$ cat src/core/adrs_defines.vh
// Register map, field positions and timing constants of the reset sequencer
`ifndef ADRS_DEFINES_VH
`define ADRS_DEFINES_VH
`define ADRS_PAGE_0 8'h00
`define ADRS_PAGE_1 8'h01
`define ADRS_PAGE_SEL_ADDR 8'h00
`define ADRS_SOFT_RESET_ADDR 8'h01
`define ADRS_HP_STAGE_RESET_ADDR 8'h1f
`define ADRS_SPK_STAGE_RESET_ADDR 8'h20
`define ADRS_SOFT_RESET_BIT 0
`define ADRS_LEFT_STAGE_BIT 7
`define ADRS_RIGHT_STAGE_BIT 6
`define ADRS_RESET_VALUE 8'h00
`define ADRS_CLK_HZ 40000000
`define ADRS_INIT_TIME_US 1000
`define ADRS_PLL_TIME_US 10000
`define ADRS_INIT_CYCLES ((`ADRS_CLK_HZ / 1000000) * `ADRS_INIT_TIME_US)
`define ADRS_PLL_CYCLES ((`ADRS_CLK_HZ / 1000000) * `ADRS_PLL_TIME_US)
`endif

$ cat src/core/adrs_reset_sequencer.v
// Reset, start-up lockout, PLL settle and power-stage reset logic
`timescale 1ns/1ps
`include "adrs_defines.vh"
module adrs_reset_sequencer #(
    parameter INIT_CYCLES = `ADRS_INIT_CYCLES,
    parameter PLL_CYCLES = `ADRS_PLL_CYCLES,
    parameter CNT_W = 20
) (
    input wire clk_i,              // 40 MHz system clock
    input wire sys_rst_i,          // Synchronous reset, active high
    input wire hw_reset_n_i,       // Hardware reset pin, active low
    input wire reg_wr_i,           // Register write strobe
    input wire reg_rd_i,           // Register read strobe
    input wire [7:0] reg_addr_i,   // Register address within current page
    input wire [7:0] reg_wdata_i,  // Register write data
    input wire pll_power_up_i,     // PLL power-up command level
    input wire [3:0] ocp_trip_i,   // Overcurrent trips: hp left, hp right, spk left, spk right
    output reg [7:0] reg_rdata_o,  // Register read data
    output reg init_busy_o,        // Memory initialisation running
    output reg core_reset_o,       // Reset to all control registers of the device
    output reg clocks_ready_o,     // Derived clocks may reach processing logic
    output reg [3:0] stage_shutdown_o, // Latched overcurrent shutdown per stage
    output reg [3:0] stage_reset_o // One-cycle power-stage reset pulses
);
    // Overview of the sequencing:
    // - A low pin or a write of the soft reset bit restarts the device exactly as the system reset does,
    //   except that read data is left alone and a trip in that cycle still sets its shutdown latch.
    // - The lockout counter then runs INIT_CYCLES clocks from release; the host must leave the
    //   coefficient buffers and block power-up alone until the busy flag drops.
    // - The PLL timer only runs while the power-up command is held; dropping it gates the clocks at once.
    // - Each output stage has a shutdown latch that a trip sets and that its stage reset,
    //   a full reset or the system reset clears; a trip wins over a clear in the same cycle except under the system reset.
    // - Reset bits are strobes, not storage; the soft reset bit reads zero, the stage reset bits read back the shutdown latches.
    // Limitation: the lockout and settle lengths are counted in system clocks, so INIT_CYCLES and
    // PLL_CYCLES must be rescaled together with the clock frequency, and CNT_W must hold the larger.
    // Trade-off: one counter per timer costs a few flops but keeps both timers independent.

    localparam ST_IDLE = 2'd0;
    localparam ST_INIT = 2'd1;
    reg [1:0] state;
    reg [7:0] page;
    reg [CNT_W-1:0] init_cnt;
    reg [CNT_W-1:0] pll_cnt;
    reg [1:0] next_state;
    reg [CNT_W-1:0] next_init_cnt;
    reg next_busy;
    reg [CNT_W-1:0] next_pll_cnt;
    reg next_clocks_ready;
    reg [3:0] next_shutdown;
    reg [7:0] next_page;
    reg [7:0] next_rdata;
    wire full_reset;
    wire sel_p0;
    wire sel_p1;
    wire soft_hit;
    wire [3:0] stage_hit;

    // Decode a write to a register on a given page
    function wr_hit;
        input [7:0] pg;
        input [7:0] addr;
        input [7:0] want_pg;
        input [7:0] want_addr;
        begin
            wr_hit = (pg == want_pg) && (addr == want_addr);
        end
    endfunction

    // Readback of one stage pair: left stage in bit 7, right stage in bit 6
    function [7:0] pair_rb;
        input [1:0] sd;
        begin
            pair_rb = {sd[0], sd[1], 6'h00};
        end
    endfunction

    assign sel_p0 = (page == `ADRS_PAGE_0);
    assign sel_p1 = (page == `ADRS_PAGE_1);
    assign soft_hit = reg_wr_i && wr_hit(page, reg_addr_i, `ADRS_PAGE_0, `ADRS_SOFT_RESET_ADDR)
        && reg_wdata_i[`ADRS_SOFT_RESET_BIT];
    // Stage reset requests from register writes
    assign stage_hit[0] = reg_wr_i && wr_hit(page, reg_addr_i, `ADRS_PAGE_1, `ADRS_HP_STAGE_RESET_ADDR)
        && reg_wdata_i[`ADRS_LEFT_STAGE_BIT];
    assign stage_hit[1] = reg_wr_i && wr_hit(page, reg_addr_i, `ADRS_PAGE_1, `ADRS_HP_STAGE_RESET_ADDR)
        && reg_wdata_i[`ADRS_RIGHT_STAGE_BIT];
    assign stage_hit[2] = reg_wr_i && wr_hit(page, reg_addr_i, `ADRS_PAGE_1, `ADRS_SPK_STAGE_RESET_ADDR)
        && reg_wdata_i[`ADRS_LEFT_STAGE_BIT];
    assign stage_hit[3] = reg_wr_i && wr_hit(page, reg_addr_i, `ADRS_PAGE_1, `ADRS_SPK_STAGE_RESET_ADDR)
        && reg_wdata_i[`ADRS_RIGHT_STAGE_BIT];

    // Pin low or soft reset bit both restart the device the same way
    assign full_reset = sys_rst_i || !hw_reset_n_i || soft_hit;

    // No release-edge detector: holding the lockout counter clear while the pin is low already
    // starts the lockout at release, and it cannot see a false edge after the system reset

    // Reset pulse fans out to the rest of the device; all blocks come up powered down
    // Registered so the fan-out sees a clean level rather than the raw pin or a decode glitch
    always @(posedge clk_i) begin
        if (sys_rst_i) begin
            core_reset_o <= 1'b1;
        end else begin
            core_reset_o <= !hw_reset_n_i || soft_hit;
        end
    end

    // Page pointer next value; address 0x00 selects the page from every page
    always @* begin
        next_page = page;
        if (reg_wr_i && reg_addr_i == `ADRS_PAGE_SEL_ADDR) begin
            next_page = reg_wdata_i;
        end
    end

    // Page pointer; stays put across power-down so settings are kept
    always @(posedge clk_i) begin
        if (full_reset) begin
            page <= `ADRS_RESET_VALUE;
        end else begin
            page <= next_page;
        end
    end

    // Initialisation lockout registers, held at the start while any reset is active
    always @(posedge clk_i) begin
        if (full_reset) begin
            state <= ST_INIT;
            init_cnt <= {CNT_W{1'b0}};
            init_busy_o <= 1'b1;
        end else begin
            state <= next_state;
            init_cnt <= next_init_cnt;
            init_busy_o <= next_busy;
        end
    end

    // Lockout next state; counting from release keeps the bound at 1 ms even for a long pin low
    always @* begin
        next_state = state;
        next_init_cnt = init_cnt;
        next_busy = init_busy_o;
        case (state)
            ST_INIT: begin
                if (init_cnt == INIT_CYCLES[CNT_W-1:0] - 1'b1) begin
                    next_state = ST_IDLE;
                    next_busy = 1'b0;
                end else begin
                    next_init_cnt = init_cnt + 1'b1;
                end
            end
            ST_IDLE: begin
                next_busy = 1'b0;
            end
            default: begin
                next_state = ST_IDLE;
                next_busy = 1'b0;
            end
        endcase
    end

    // PLL settle next values; the count freezes at its end so the ready flag cannot wrap
    always @* begin
        next_pll_cnt = pll_cnt;
        next_clocks_ready = clocks_ready_o;
        if (pll_cnt == PLL_CYCLES[CNT_W-1:0] - 1'b1) begin
            next_clocks_ready = 1'b1;
        end else begin
            next_pll_cnt = pll_cnt + 1'b1;
        end
    end

    // PLL settle timer; clocks stay gated until it expires, and dropping the command gates them at once
    always @(posedge clk_i) begin
        if (full_reset || !pll_power_up_i) begin
            pll_cnt <= {CNT_W{1'b0}};
            clocks_ready_o <= 1'b0;
        end else begin
            pll_cnt <= next_pll_cnt;
            clocks_ready_o <= next_clocks_ready;
        end
    end

    // Shutdown next value: a stage reset clears, a trip in the same cycle sets again, so set wins
    always @* begin
        next_shutdown = (stage_shutdown_o & ~stage_hit) | ocp_trip_i;
    end

    // Overcurrent latch per stage; a pin or soft reset clears it, but a trip in that cycle still latches
    always @(posedge clk_i) begin
        if (sys_rst_i) begin
            stage_shutdown_o <= 4'h0;
            stage_reset_o <= 4'h0;
        end else if (full_reset) begin
            stage_shutdown_o <= ocp_trip_i;
            stage_reset_o <= 4'h0;
        end else begin
            stage_reset_o <= stage_hit;
            stage_shutdown_o <= next_shutdown;
        end
    end

    // Read decode: soft reset bit self-clears and reads zero, stage reset bits read the shutdown latches; busy in soft reset reg bit 7
    always @* begin
        next_rdata = 8'h00;
        if (reg_addr_i == `ADRS_PAGE_SEL_ADDR) begin
            next_rdata = page;
        end else if (sel_p0 && reg_addr_i == `ADRS_SOFT_RESET_ADDR) begin
            next_rdata = {init_busy_o, 7'h00};
        end else if (sel_p1 && reg_addr_i == `ADRS_HP_STAGE_RESET_ADDR) begin
            next_rdata = pair_rb(stage_shutdown_o[1:0]);
        end else if (sel_p1 && reg_addr_i == `ADRS_SPK_STAGE_RESET_ADDR) begin
            next_rdata = pair_rb(stage_shutdown_o[3:2]);
        end
    end

    // Read data register; holds until the next read so the host may sample late
    always @(posedge clk_i) begin
        if (sys_rst_i) begin
            reg_rdata_o <= 8'h00;
        end else if (reg_rd_i) begin
            reg_rdata_o <= next_rdata;
        end
    end
endmodule

$ cat config.mk
export PLATFORM = sky130hd
export DESIGN_NAME = adrs_reset_sequencer
export DESIGN_NICKNAME = d
export VERILOG_FILES = /design/src/core/adrs_reset_sequencer.v
export VERILOG_INCLUDE_DIRS = /design/src /design/src/core
export SDC_FILE = /design/constraint.sdc
export NUM_CORES = 1
export LEC_CHECK = 0
export BUFFER_PORTS_ARGS = -buffer_cell sky130_fd_sc_hd__buf_2
export CORE_MARGIN = 2
export CORE_UTILIZATION = 56
export DETAILED_ROUTE_END_ITERATION = 7
export PLACE_DENSITY = 0.78
export SKIP_CTS_REPAIR_TIMING = 1
export SLEW_MARGIN = 20
export SYNTH_ARGS = -nofsm -noshare
export SYNTH_HDL_FRONTEND = slang
export SYNTH_SLANG_ARGS = --single-unit
$ cat constraint.sdc
create_clock -name clk_i -period 2.65 [get_ports clk_i]
set_input_delay 0.265 -clock clk_i [delete_from_list [all_inputs] [get_ports clk_i]]
set_output_delay 0.265 -clock clk_i [all_outputs]
set_load 0.05 [all_outputs]
**Word-level counts from Yosys, hierarchy flattened**

Cells that the tools add are included.

- Register bits: 69
- Input bits: 26
- Output and inout bits: 19
- Word-level logic and storage cells: 58

- Add/subtract/negate cells: 2
- Eq/ne operators: 8
- Mux-type cells: 9
- Bitwise operators: 5
- Reduce and logical (&&, ||, !) cells: 24

Operator list:

| kind | number |
|---|---|
| $add A20 B1 Y20 const B | 2 |
| $mux W8 | 4 |
| $eq A20 B16 Y1 const B | 1 |
| $eq A20 B19 Y1 const B | 1 |
| $eq A8 B1 Y1 const B | 2 |
| $logic_not A8 Y1 | 2 |
| $logic_and A1 B1 Y1 | 12 |
| $eq A8 B5 Y1 const B | 1 |
| $eq A8 B6 Y1 const B | 1 |
| $and A4 B4 Y4 | 1 |
| $logic_or A1 B1 Y1 | 4 |
| $mux W4 | 1 |
| $not A4 Y4 | 1 |
| $or A4 B4 Y4 | 1 |
| $pmux W2 S2 | 1 |
| $reduce_and A2 Y1 | 2 |
| $eq A2 B1 Y1 const B | 1 |
| $logic_not A1 Y1 | 2 |
| $logic_not A2 Y1 | 1 |
| $mux W1 | 2 |
| $mux W2 | 1 |
| $ne A2 B2 Y1 const B | 1 |
| $not A1 Y1 | 2 |
| $reduce_or A2 Y1 | 1 |

**Depth between registers and ports, before layout**

Gate-level depths: netlist (run 1).

- Depth after elaboration: 8
- Depth in mapped cells: 7
- Gate-level depth less buffers: 6

**Worst setup path before layout (run 1)**

No wires, ideal clock.

- Path kind: in2reg
- Start point: input reg_addr_i[1]
- End point: register stage_shutdown_o[3]
- Setup time: 130 ps
- Arrival time: 1742 ps
- Data required time: 2520 ps
- Slack: 778 ps
- Stages on the path: 6
- Buffers on the path: 1
- Cell sequence: or4_4 nor4_2 a41oi_2 inv_2 buf_6 o22ai_2

- Word-level cells in the longest chain between the ends: 8
- Elaborated cells on any way between the ends: 13
- Those cells by class: 2 x eq/ne; 1 x mux; 3 x bitwise; 7 x reduce/logical

Ends and longest elaborated chain:

| element | line | RTL |
|---|---|---|
| from (decl) | adrs_reset_sequencer.v:14 | `input wire [7:0] reg_addr_i,` |
| $eq A8 B6 Y1 | adrs_reset_sequencer.v:65 | `wr_hit = (pg == want_pg) && (addr == want_addr);` |
| $logic_and A1 B1 Y1 | adrs_reset_sequencer.v:65 |  |
| $logic_and A1 B1 Y1 (2 in a row) | adrs_reset_sequencer.v:88 | `` assign stage_hit[3] = reg_wr_i && wr_hit(page, reg_addr_i, `ADRS_PAGE_1, `ADRS_SPK_STAGE_RESET_ADDR) `` |
| $not A4 Y4 | adrs_reset_sequencer.v:185 | `next_shutdown = (stage_shutdown_o & ~stage_hit) \| ocp_trip_i;` |
| $and A4 B4 Y4 | adrs_reset_sequencer.v:185 |  |
| $or A4 B4 Y4 | adrs_reset_sequencer.v:185 |  |
| $mux W4 * | adrs_reset_sequencer.v:193 | `end else if (full_reset) begin` |
| to (signal assigned) | adrs_reset_sequencer.v:194 | `stage_shutdown_o <= ocp_trip_i;` |
| to (signal assigned) | adrs_reset_sequencer.v:198 | `stage_shutdown_o <= next_shutdown;` |
| to (decl) | adrs_reset_sequencer.v:22 | `output reg [3:0] stage_shutdown_o,` |

Mark *: on every way between the ends. The rest lies on a longest branch, timed or not.
A chain may end at the register's enable or synchronous reset.

**Worst setup path in the final report (run 1)**

- Start point: register page[5]
- End point: register init_cnt[7]

- Word-level cells in the longest chain between the ends: 5

Ends and longest elaborated chain:

| element | line | RTL |
|---|---|---|
| from (decl) | adrs_reset_sequencer.v:41 | `reg [7:0] page;` |
| from (signal assigned) | adrs_reset_sequencer.v:118 | `` page <= `ADRS_RESET_VALUE; `` |
| from (signal assigned) | adrs_reset_sequencer.v:120 | `page <= next_page;` |
| $logic_not A8 Y1 | adrs_reset_sequencer.v:65 |  |
| $logic_and A1 B1 Y1 | adrs_reset_sequencer.v:65 |  |
| $logic_and A1 B1 Y1 (2 in a row) | adrs_reset_sequencer.v:79 | `` assign soft_hit = reg_wr_i && wr_hit(page, reg_addr_i, `ADRS_PAGE_0, `ADRS_SOFT_RESET_ADDR) `` |
| $logic_or A1 B1 Y1 | adrs_reset_sequencer.v:92 | `assign full_reset = sys_rst_i \|\| !hw_reset_n_i \|\| soft_hit;` |
| to (signal assigned) | adrs_reset_sequencer.v:128 | `init_cnt <= {CNT_W{1'b0}};` |
| to (signal assigned) | adrs_reset_sequencer.v:132 | `init_cnt <= next_init_cnt;` |
| to (decl) | adrs_reset_sequencer.v:42 | `reg [CNT_W-1:0] init_cnt;` |

Every way passes these cells.

==> impl_metrics.ini, run 1 <==
[place]
port_buffers = 44
hpwl_um = 4590
globalplace.congestion = 0.924
dp.cells = 461

[timing]
layout_min_cycle_time_ns = 2.07
max_freq_mhz = 482
finalHoldViolations = 0
slew_viol_final = 0
setup-violations-final = 0
finalCritPeriodShare_pct = 78.2
worst-slew-pin-transition_ns = 0.757
timing.max_slew.rel_slack_pct = 49.3
final.setup_skew_ns = 0.0106
grt_setup_unrepaired = no
timing.setup.tns_ns = 0

[power_and_ir_drop]
p_comb_share_pct = 5.1
power_per_cell_area_nw_per_um2 = 569
seq_power_share_pct = 52.1
power.share.switching_pct = 22.1
vdd_drop_max_mv = 0.385
clkPwrFrac_pct = 42.8
leakage_nw = 1.24
power_switching_w = 0.000440
power.internal_w = 0.00155

[clocking]
cts_tree = yes
tritoncts_buffers = 9
clock-root-buffer = sky130_fd_sc_hd__clkbuf_8
cts_max_path_buffers = 2
cts-htree-levels = 3
cts.sink_count = 68
clkLatencyLatePin_ns = 0.34
worst_setup_hold_path_clk_slew_ns = 0.07

[logic_synthesis]
synthArstFlopShare_pct = 0
syn-mean-instance-area_um2 = 8.55
ys.flop_type = sky130_fd_sc_hd__dfxtp_1
mappedNetlistArea_um2 = 3030
netlist.top_cell.by_area = sky130_fd_sc_hd__dfxtp_1
mappedNetlistNets = 382
yosysWarningCount = 0
number_of_flops_mapped_to_enable_cells_by_yosys = 0
sequential_to_total_area_share_from_yosys_stat_pct = 45.0
netlist_instances = 354
synth.lib_cells_used.distinct = 47
ffs_latches_synth = 68
synth.cells.most_frequent = sky130_fd_sc_hd__dfxtp_1, sky130_fd_sc_hd__nor2_1, sky130_fd_sc_hd__nand2_1
synth.most_common_cell = sky130_fd_sc_hd__dfxtp_1
yosys-top-cells-area = sky130_fd_sc_hd__dfxtp_1, sky130_fd_sc_hd__xor2_1, sky130_fd_sc_hd__nor2_1
synth.top_cell.area_share_pct = 45.0

[grt]
grt_start_max_net_pins = 22
global_route.overflow_total = 0
global_route_wire_length_before_repair_um = 11200
antenna_found_initial = 0
tot_gr_track_use_pct = 23.1
first_global_vias = 2458

[floorplanning]
die_height_um = 77.5
initial_utilization_pct = 58.5
row_count = 26
fp.coreArea_um2 = 5170
die_area_um2 = 6010
die_w_um = 77.5
ios = 45

[critical_path]
cp-end-kind = register
critical_path.max_fanout = 21
timing.critical_path.from_type = register
wp_data_arrival_ns = 2.30
worst-setup-path-type = register to register
cp_data_required_time_ns = 2.88

[route]
detailroute.via_count = 2721
drc = 0
wl_per_cell_um = 13.5
drt_first_pass_iters = 4
ant_nets = 0
violation_count_after_the_first_detailed_route_iteration = 205
average_vias_per_placed_instance = 5.70
finalWirelength_um = 6430

[finish]
nets = 430
antenna-diode-count = 0
final_core_utilization_pct = 67.8
area_growth_pct = 15.8
finish.cell_count_without_fillers = 477
post_route_cells_drive_above_1_share_pct = 17.4

[flow_run]
maximum_capacitance_violations = 0

[run_status]
outcome = finished clean

[min_path]
timing.hold.worst.class = input pin to register
## cells in the final DEF (no fill, tap or decap), drive strengths merged, types with 3 or more instances in the layout
master / n
a21oi: 23
and3: 4
buf: 49
clkbuf: 15
dfxtp: 68
inv: 11
nand2: 35
nand2b: 3
nand3: 30
nand4: 12
nand4b: 3
nor2: 44
nor3: 15
nor4: 6
o2111ai: 3
o211ai: 6
o21ai: 11
o22ai: 3
o31ai: 6
or2: 3
or3: 5
or4: 8
xor2: 24
## metal layers
metal	global-route usage, %	routed length, um
met3	3.95	353
met4	11.1	93
met5	0	0
met1	30.8	3030
met2	36.5	2960
## per-stage QoR
| step | setup WS, ns | power (W) | hold WS (ns) | cell area [um2] |
|---|---|---|---|---|
| 3_3_place_gp | 0.471 | 0.00116 | 0.445 | 3310 |
| 4_1_cts | 0.556 | 0.00200 | 0.166 | 3500 |
| 6_report | 0.577 | 0.00199 | 0.175 | 3500 |
| 2_1_floorplan | 0.778 | 0.00112 | 0.376 | 3030 |
| 3_5_place_dp | 0.442 | 0.00116 | 0.452 | 3310 |
| 5_1_grt | 0.373 | 0.00206 | 0.178 | 3500 |
## registers in the layout, indices dropped and copies added (netlist names), 4 cells and up
| signal | count |
|---|---|
| stage_reset_o | 4 |
| reg_rdata_o | 8 |
| page | 8 |
| init_cnt | 20 |
| pll_cnt | 20 |
| stage_shutdown_o | 4 |
## final timing paths
| check | start | end | slack [ns] | depth (start not counted) |
|---|---|---|---|---|
| hold reg to reg | reg_rdata_o[3]$_SDFFE_PP0P_ | reg_rdata_o[3]$_SDFFE_PP0P_ | 0.46 | 2 |
| setup / recovery | page[5]$_SDFFE_PP0P_ | init_cnt[7]$_SDFFE_PP0P_ | 0.58 | 6 |
| hold / removal | ocp_trip_i[1] | stage_shutdown_o[1]$_SDFF_PP0_ | 0.17 | 3 |
| setup reg to reg | page[5]$_SDFFE_PP0P_ | init_cnt[7]$_SDFFE_PP0P_ | 0.58 | 6 |
## worst max-delay path, stage by stage, from the launching register on
cell and delay (ns):
sky130_fd_sc_hd__dfxtp_1 0.33, sky130_fd_sc_hd__or4_4 0.57, sky130_fd_sc_hd__nor4_2 0.30, sky130_fd_sc_hd__a41oi_2 0.22
sky130_fd_sc_hd__inv_2 0.28, sky130_fd_sc_hd__buf_12 0.20, sky130_fd_sc_hd__nor2_1 0.06
## final cells by class
| cell class | count | area, um2 |
|---|---|---|
| repair buffers | 49 | 270 |
| clock inverters | 1 | 30.0 |
| flip-flops and latches | 68 | 1360 |
| inverters | 11 | 41.3 |
| fillers | 433 | 1670 |
| clock buffers | 15 | 166 |
| well taps | 70 | 87.6 |
| multi-input cells | 263 | 1550 |
## kinds of logic after synthesis
kind of cell | Yosys count | share of synthesized area [%]
multiplexers | 2 | 0.661
flip-flops | 68 | 45.0
adder cells (fa/ha/maj) | 2 | 0.827
buffers and inverters | 23 | 3.89
XOR/XNOR | 26 | 7.52
AO/OA/AOI/OAI | 59 | 12.4
AND/OR/NAND/NOR | 174 | 29.8
## power groups by stage
| stage | clock network, W | logic, W | registers [W] |
|---|---|---|---|
| 2_1_floorplan | 0 | 0.0000434 | 0.00108 |
| 3_3_place_gp | 0 | 0.000100 | 0.00106 |
| 3_5_place_dp | 0 | 0.000102 | 0.00106 |
| 4_1_cts | 0.000863 | 0.000103 | 0.00104 |
| 5_1_grt | 0.000905 | 0.000112 | 0.00104 |
| 6_report | 0.000852 | 0.000102 | 0.00104 |
Power figures use the tool's default switching activity.
==> inputs of run 2 (changes only) <==
clock period = 2.05 ns   (was 2.65 ns; I/O delays follow)
==> run 2 against run 1 <==
Combinational power increased by 39%. Global-route usage grew 0.64 points. Cell count up 1.3%. Clock power grew 21%. Design area grew 2.2%. Sequential power is 29% higher. Die area stayed put. Largest power group unchanged. Flip-flop and latch count is the same. First-iteration DRC count decreased by 2.0%. Via count up 0.70%. Non-clock buffer count up 7.
==> impl_metrics.ini, run 2 (synthesized netlist as in run 1, its figures left out) <==
[floorplanning]
initial_utilization_pct = 58.5
die_w_um = 77.5
die_area_um2 = 6010
die_height_um = 77.5
ios = 45
row_count = 26
fp.coreArea_um2 = 5170

[route]
violation_count_after_the_first_detailed_route_iteration = 201
wl_per_cell_um = 13.5
average_vias_per_placed_instance = 5.67
detailroute.via_count = 2740
drc = 0
finalWirelength_um = 6540
drt_first_pass_iters = 4
ant_nets = 0

[grt]
global_route.overflow_total = 0
grt_start_max_net_pins = 22
global_route_wire_length_before_repair_um = 11500
first_global_vias = 2636
tot_gr_track_use_pct = 23.8
antenna_found_initial = 0

[critical_path]
timing.critical_path.from_type = register
crit_buf_inv = 0
critical_path.cell_chain = or4_4, nor4_4, a32oi_1, a2111oi_0, or2_1
cp-end-kind = register
worst-setup-path-type = register to register
critical_path.max_fanout = 5
crit_path_max_incr_delay_ns = 0.57
cell_with_the_biggest_individual_delay_on_the_critical_path = sky130_fd_sc_hd__or4_4
wp_data_arrival_ns = 2.26
cpLargestDelayFamily = simple AND/OR/NAND/NOR gates
cp_data_required_time_ns = 2.34

[power_and_ir_drop]
power_per_cell_area_nw_per_um2 = 703
clkPwrFrac_pct = 41.1
vdd_drop_max_mv = 0.597
power.share.switching_pct = 21.7
leakage_nw = 1.28
power_switching_w = 0.000547
power.internal_w = 0.00197
total_power_draw_w = 0.00252
seq_power_share_pct = 53.3
p_comb_share_pct = 5.6

[finish]
post_route_cells_drive_above_1_share_pct = 19.4
antenna-diode-count = 0
total_of_fill_cells_in_the_finished_design = 414
fin_area_um2 = 3580
layout.cells.most_common = sky130_fd_sc_hd__dfxtp_1
mostFrequentLayoutCells = sky130_fd_sc_hd__dfxtp_1, sky130_fd_sc_hd__nor2_1, sky130_fd_sc_hd__buf_2
nets = 437
area_growth_pct = 18.4
largest_registers = init_cnt: 20 flops, pll_cnt: 20 flops

[timing]
grt_setup_unrepaired = yes
slew_viol_final = 0
worst_hold_slack_ns = 0.107
finalCritPeriodShare_pct = 96.4
setup-violations-final = 0
timing.max_slew.rel_slack_pct = 71.9
layout_min_cycle_time_ns = 1.98
worst-slew-pin-transition_ns = 0.421
timing.setup.tns_ns = 0
max_freq_mhz = 506
finalHoldViolations = 0
final.setup_skew_ns = 0.00806
layout_setup_ws_ns = 0.0729

[clocking]
clock-root-buffer = sky130_fd_sc_hd__clkbuf_8
cts.sink_count = 68
cts-htree-levels = 3
tritoncts_buffers = 9
worst_setup_hold_path_clk_slew_ns = 0.07
cts_max_path_buffers = 2
cts_tree = yes
clkLatencyLatePin_ns = 0.34

[place]
preCtsSetupSlack_ns = 0.0653
hpwl_um = 4650
port_buffers = 44
globalplace.congestion = 0.877
placedInstanceArea_um2 = 3380

[flow_run]
maximum_capacitance_violations = 0

[run_status]
outcome = finished clean

[min_path]
timing.hold.worst.class = input pin to register
## run 2: worst register-to-register path, delay by kind of cell (launching register included)
kind               cells  cell delay [ns]
AOI/OAI and AO/OA      2             0.53
and+or+nand+nor        3             1.06
DFF                    1             0.33
## run 2: cell type report
class                      instances  area, um2  share of cell area [%]
inverter                          11       41.3                    1.15
clock inverter                     2       35.0                   0.978
clock buffer                      13        149                    4.16
sequential                        68       1360                    38.0
multi-input combinational        263       1560                    43.5
tap                               70       87.6                    2.44
timing repair buffer              56        348                    9.71
## run 2: layer usage
metal / share of wire (%) / up-vias / track usage [%] / routed length (um)
li1: - / 1385 / - / -
met5: 0 / - / 0 / 0
met1: 46 / 1277 / 28.5 / 2980
met3: 5.1 / 11 / 8.72 / 334
met4: 1.9 / 0 / 8.21 / 123
met2: 47 / 67 / 39.4 / 3100
## run 2: through the flow
step / std cells / util (%)
6_report: 483 / 69.3
2_1_floorplan: 354 / -
3_3_place_gp: 467 / 65.3
4_1_cts: 482 / 68.9
3_5_place_dp: 467 / 65.3
5_1_grt: 483 / 69.3
## run 2: final timing paths
kind / from / end / slack (ns) / cells past startpoint
worst max register to register: page[5]$_SDFFE_PP0P_ / reg_rdata_o[7]$_SDFFE_PP0P_ / 0.07 / 5
worst min register to register: reg_rdata_o[2]$_SDFFE_PP0P_ / reg_rdata_o[2]$_SDFFE_PP0P_ / 0.46 / 2
worst min-delay path: reg_wdata_i[5] / page[5]$_SDFFE_PP0P_ / 0.11 / 3
worst max-delay path: page[5]$_SDFFE_PP0P_ / reg_rdata_o[7]$_SDFFE_PP0P_ / 0.07 / 5
## run 2: power by group through the flow
stage / clock network (W) / registers [W] / logic (W)
2_1_floorplan: 0 / 0.00140 / 0.0000561
3_3_place_gp: 0 / 0.00137 / 0.000139
3_5_place_dp: 0 / 0.00137 / 0.000140
4_1_cts: 0.00107 / 0.00134 / 0.000141
5_1_grt: 0.00113 / 0.00134 / 0.000154
6_report: 0.00103 / 0.00134 / 0.000142
==> inputs of run 3 (changes only) <==
CORE_MARGIN = 1   (was 2)
PLACE_DENSITY = 0.88   (was 0.78)
==> run 3 against run 2 <==
Core utilization increased by 1.3 points. Clock skew up 0.0026 ns. Clock power rose by 20%. Via count is 5.3% higher. Non-clock buffer count increased by 4. Critical endpoint is now pll_cnt[15]$_SDFFE_PP0P_.
==> impl_metrics.ini, run 3 (synthesized netlist as in run 1, its figures left out) <==
[power_and_ir_drop]
power.internal_w = 0.00207
p_comb_share_pct = 5.1
power_per_cell_area_nw_per_um2 = 751
power.share.switching_pct = 24.0
power_switching_w = 0.000655
clkPwrFrac_pct = 45.6
leakage_nw = 1.30
seq_power_share_pct = 49.3
vdd_drop_max_mv = 0.687

[critical_path]
crit_buf_inv = 1
cp-end-kind = register
wp_data_arrival_ns = 2.18
critical_path.cell_chain = or4_4, nor4_2, a41oi_2, nand2_1, buf_4, nor2_1
worst-setup-path-type = register to register
cp_data_required_time_ns = 2.28
r2r_slack_ns = 0.1
critical_path.max_fanout = 13
cpLargestDelayFamily = simple AND/OR/NAND/NOR gates
crit_path_max_incr_delay_ns = 0.55
cell_with_the_biggest_individual_delay_on_the_critical_path = sky130_fd_sc_hd__or4_4
timing.critical_path.from_type = register

[grt]
tot_gr_track_use_pct = 26.8
antenna_found_initial = 0
global_route_wire_length_before_repair_um = 11400
global_route.overflow_total = 0
grt_start_max_net_pins = 31
first_global_vias = 2571

[timing]
max_freq_mhz = 512
layout_min_cycle_time_ns = 1.95
layout_setup_ws_ns = 0.0974
slew_viol_final = 0
finalHoldViolations = 0
finalCritPeriodShare_pct = 95.2
worst-slew-pin-transition_ns = 0.427
final.setup_skew_ns = 0.0106
timing.max_slew.rel_slack_pct = 71.5
setup-violations-final = 0
grt_setup_unrepaired = yes

[clocking]
cts-htree-levels = 3
clkLatencyLatePin_ns = 0.35
worst_setup_hold_path_clk_slew_ns = 0.08
tritoncts_buffers = 9
cts_max_path_buffers = 2
cts_tree = yes
clock-root-buffer = sky130_fd_sc_hd__clkbuf_8
cts.sink_count = 68

[finish]
layout.cells.most_common = sky130_fd_sc_hd__dfxtp_1
antenna-diode-count = 0
largest_registers = init_cnt: 20 flops, pll_cnt: 20 flops
mostFrequentLayoutCells = sky130_fd_sc_hd__dfxtp_1, sky130_fd_sc_hd__nor2_1, sky130_fd_sc_hd__buf_2
final_core_utilization_pct = 70.6
post_route_cells_drive_above_1_share_pct = 21.5
nets = 441
total_of_fill_cells_in_the_finished_design = 394
area_growth_pct = 19.8

[min_path]
timing.hold.worst.class = input pin to register

[route]
ant_nets = 0
finalWirelength_um = 7160
detailroute.via_count = 2884
drt_first_pass_iters = 4
wl_per_cell_um = 14.7
drc = 0
average_vias_per_placed_instance = 5.91
violation_count_after_the_first_detailed_route_iteration = 167

[place]
preCtsSetupSlack_ns = 0.0434
port_buffers = 44
hpwl_um = 4830
globalplace.congestion = 0.863

[run_status]
outcome = finished clean

[floorplanning]
row_count = 26
die_w_um = 75.5
die_area_um2 = 5700
initial_utilization_pct = 58.9
ios = 45
fp.coreArea_um2 = 5140
die_height_um = 75.5

[flow_run]
maximum_capacitance_violations = 0
run 3: path summary, 6_finish.rpt:
| path | start | end | depth (start not counted) |
|---|---|---|---|
| worst max-delay path | page[5]$_SDFFE_PP0P_ | pll_cnt[15]$_SDFFE_PP0P_ | 6 |
| worst min-delay path | reg_wdata_i[4] | page[4]$_SDFFE_PP0P_ | 3 |
| worst max register to register | page[5]$_SDFFE_PP0P_ | pll_cnt[15]$_SDFFE_PP0P_ | 6 |
| worst min register to register | reg_rdata_o[1]$_SDFFE_PP0P_ | reg_rdata_o[1]$_SDFFE_PP0P_ | 2 |
run 3: final cells by class:
class                      instances  area (um2)  area share (%)
multi-input combinational        263        1560            42.9
sequential                        68        1360            37.6
timing repair buffer              60         353            9.73
clock buffer                       9         124            3.41
clock inverter                     7         100            2.76
tap                               70        87.6            2.41
inverter                          11        41.3            1.14
run 3: metal layers:
layer / track usage, % / vias to the layer above / part of all wire, %
met4: 14.4 / 0 / 3.2
met2: 44.7 / 109 / 49
li1: - / 1394 / -
met3: 7.41 / 25 / 5.2
met1: 31.2 / 1356 / 43
met5: 0 / - / 0
run 3: per-stage QoR:
step,TNS (ns),cell area [um2],instances,total power (W),hold WS [ns]
floorplan,0,3030,354,0.00145,0.316
global placement,0,3380,470,0.00150,0.447
detailed placement,0,3380,470,0.00151,0.453
CTS,0,3600,486,0.00273,0.0932
global route,-0.0266,3630,488,0.00281,0.106
finish,0,3630,488,0.00272,0.0969
run 3: worst min-delay path, cell delays in order:
cell and delay (ns):
sky130_fd_sc_hd__buf_2 0.09, sky130_fd_sc_hd__nand3_1 0.05, sky130_fd_sc_hd__a21oi_1 0.05
run 3: power by group through the flow:
| stage | clock (W) | sequential (W) | combinational (W) |
|---|---|---|---|
| 2_1_floorplan | 0 | 0.00140 | 0.0000561 |
| 3_3_place_gp | 0 | 0.00137 | 0.000133 |
| 3_5_place_dp | 0 | 0.00137 | 0.000136 |
| 4_1_cts | 0.00125 | 0.00134 | 0.000137 |
| 5_1_grt | 0.00132 | 0.00134 | 0.000150 |
| 6_report | 0.00124 | 0.00134 | 0.000140 |
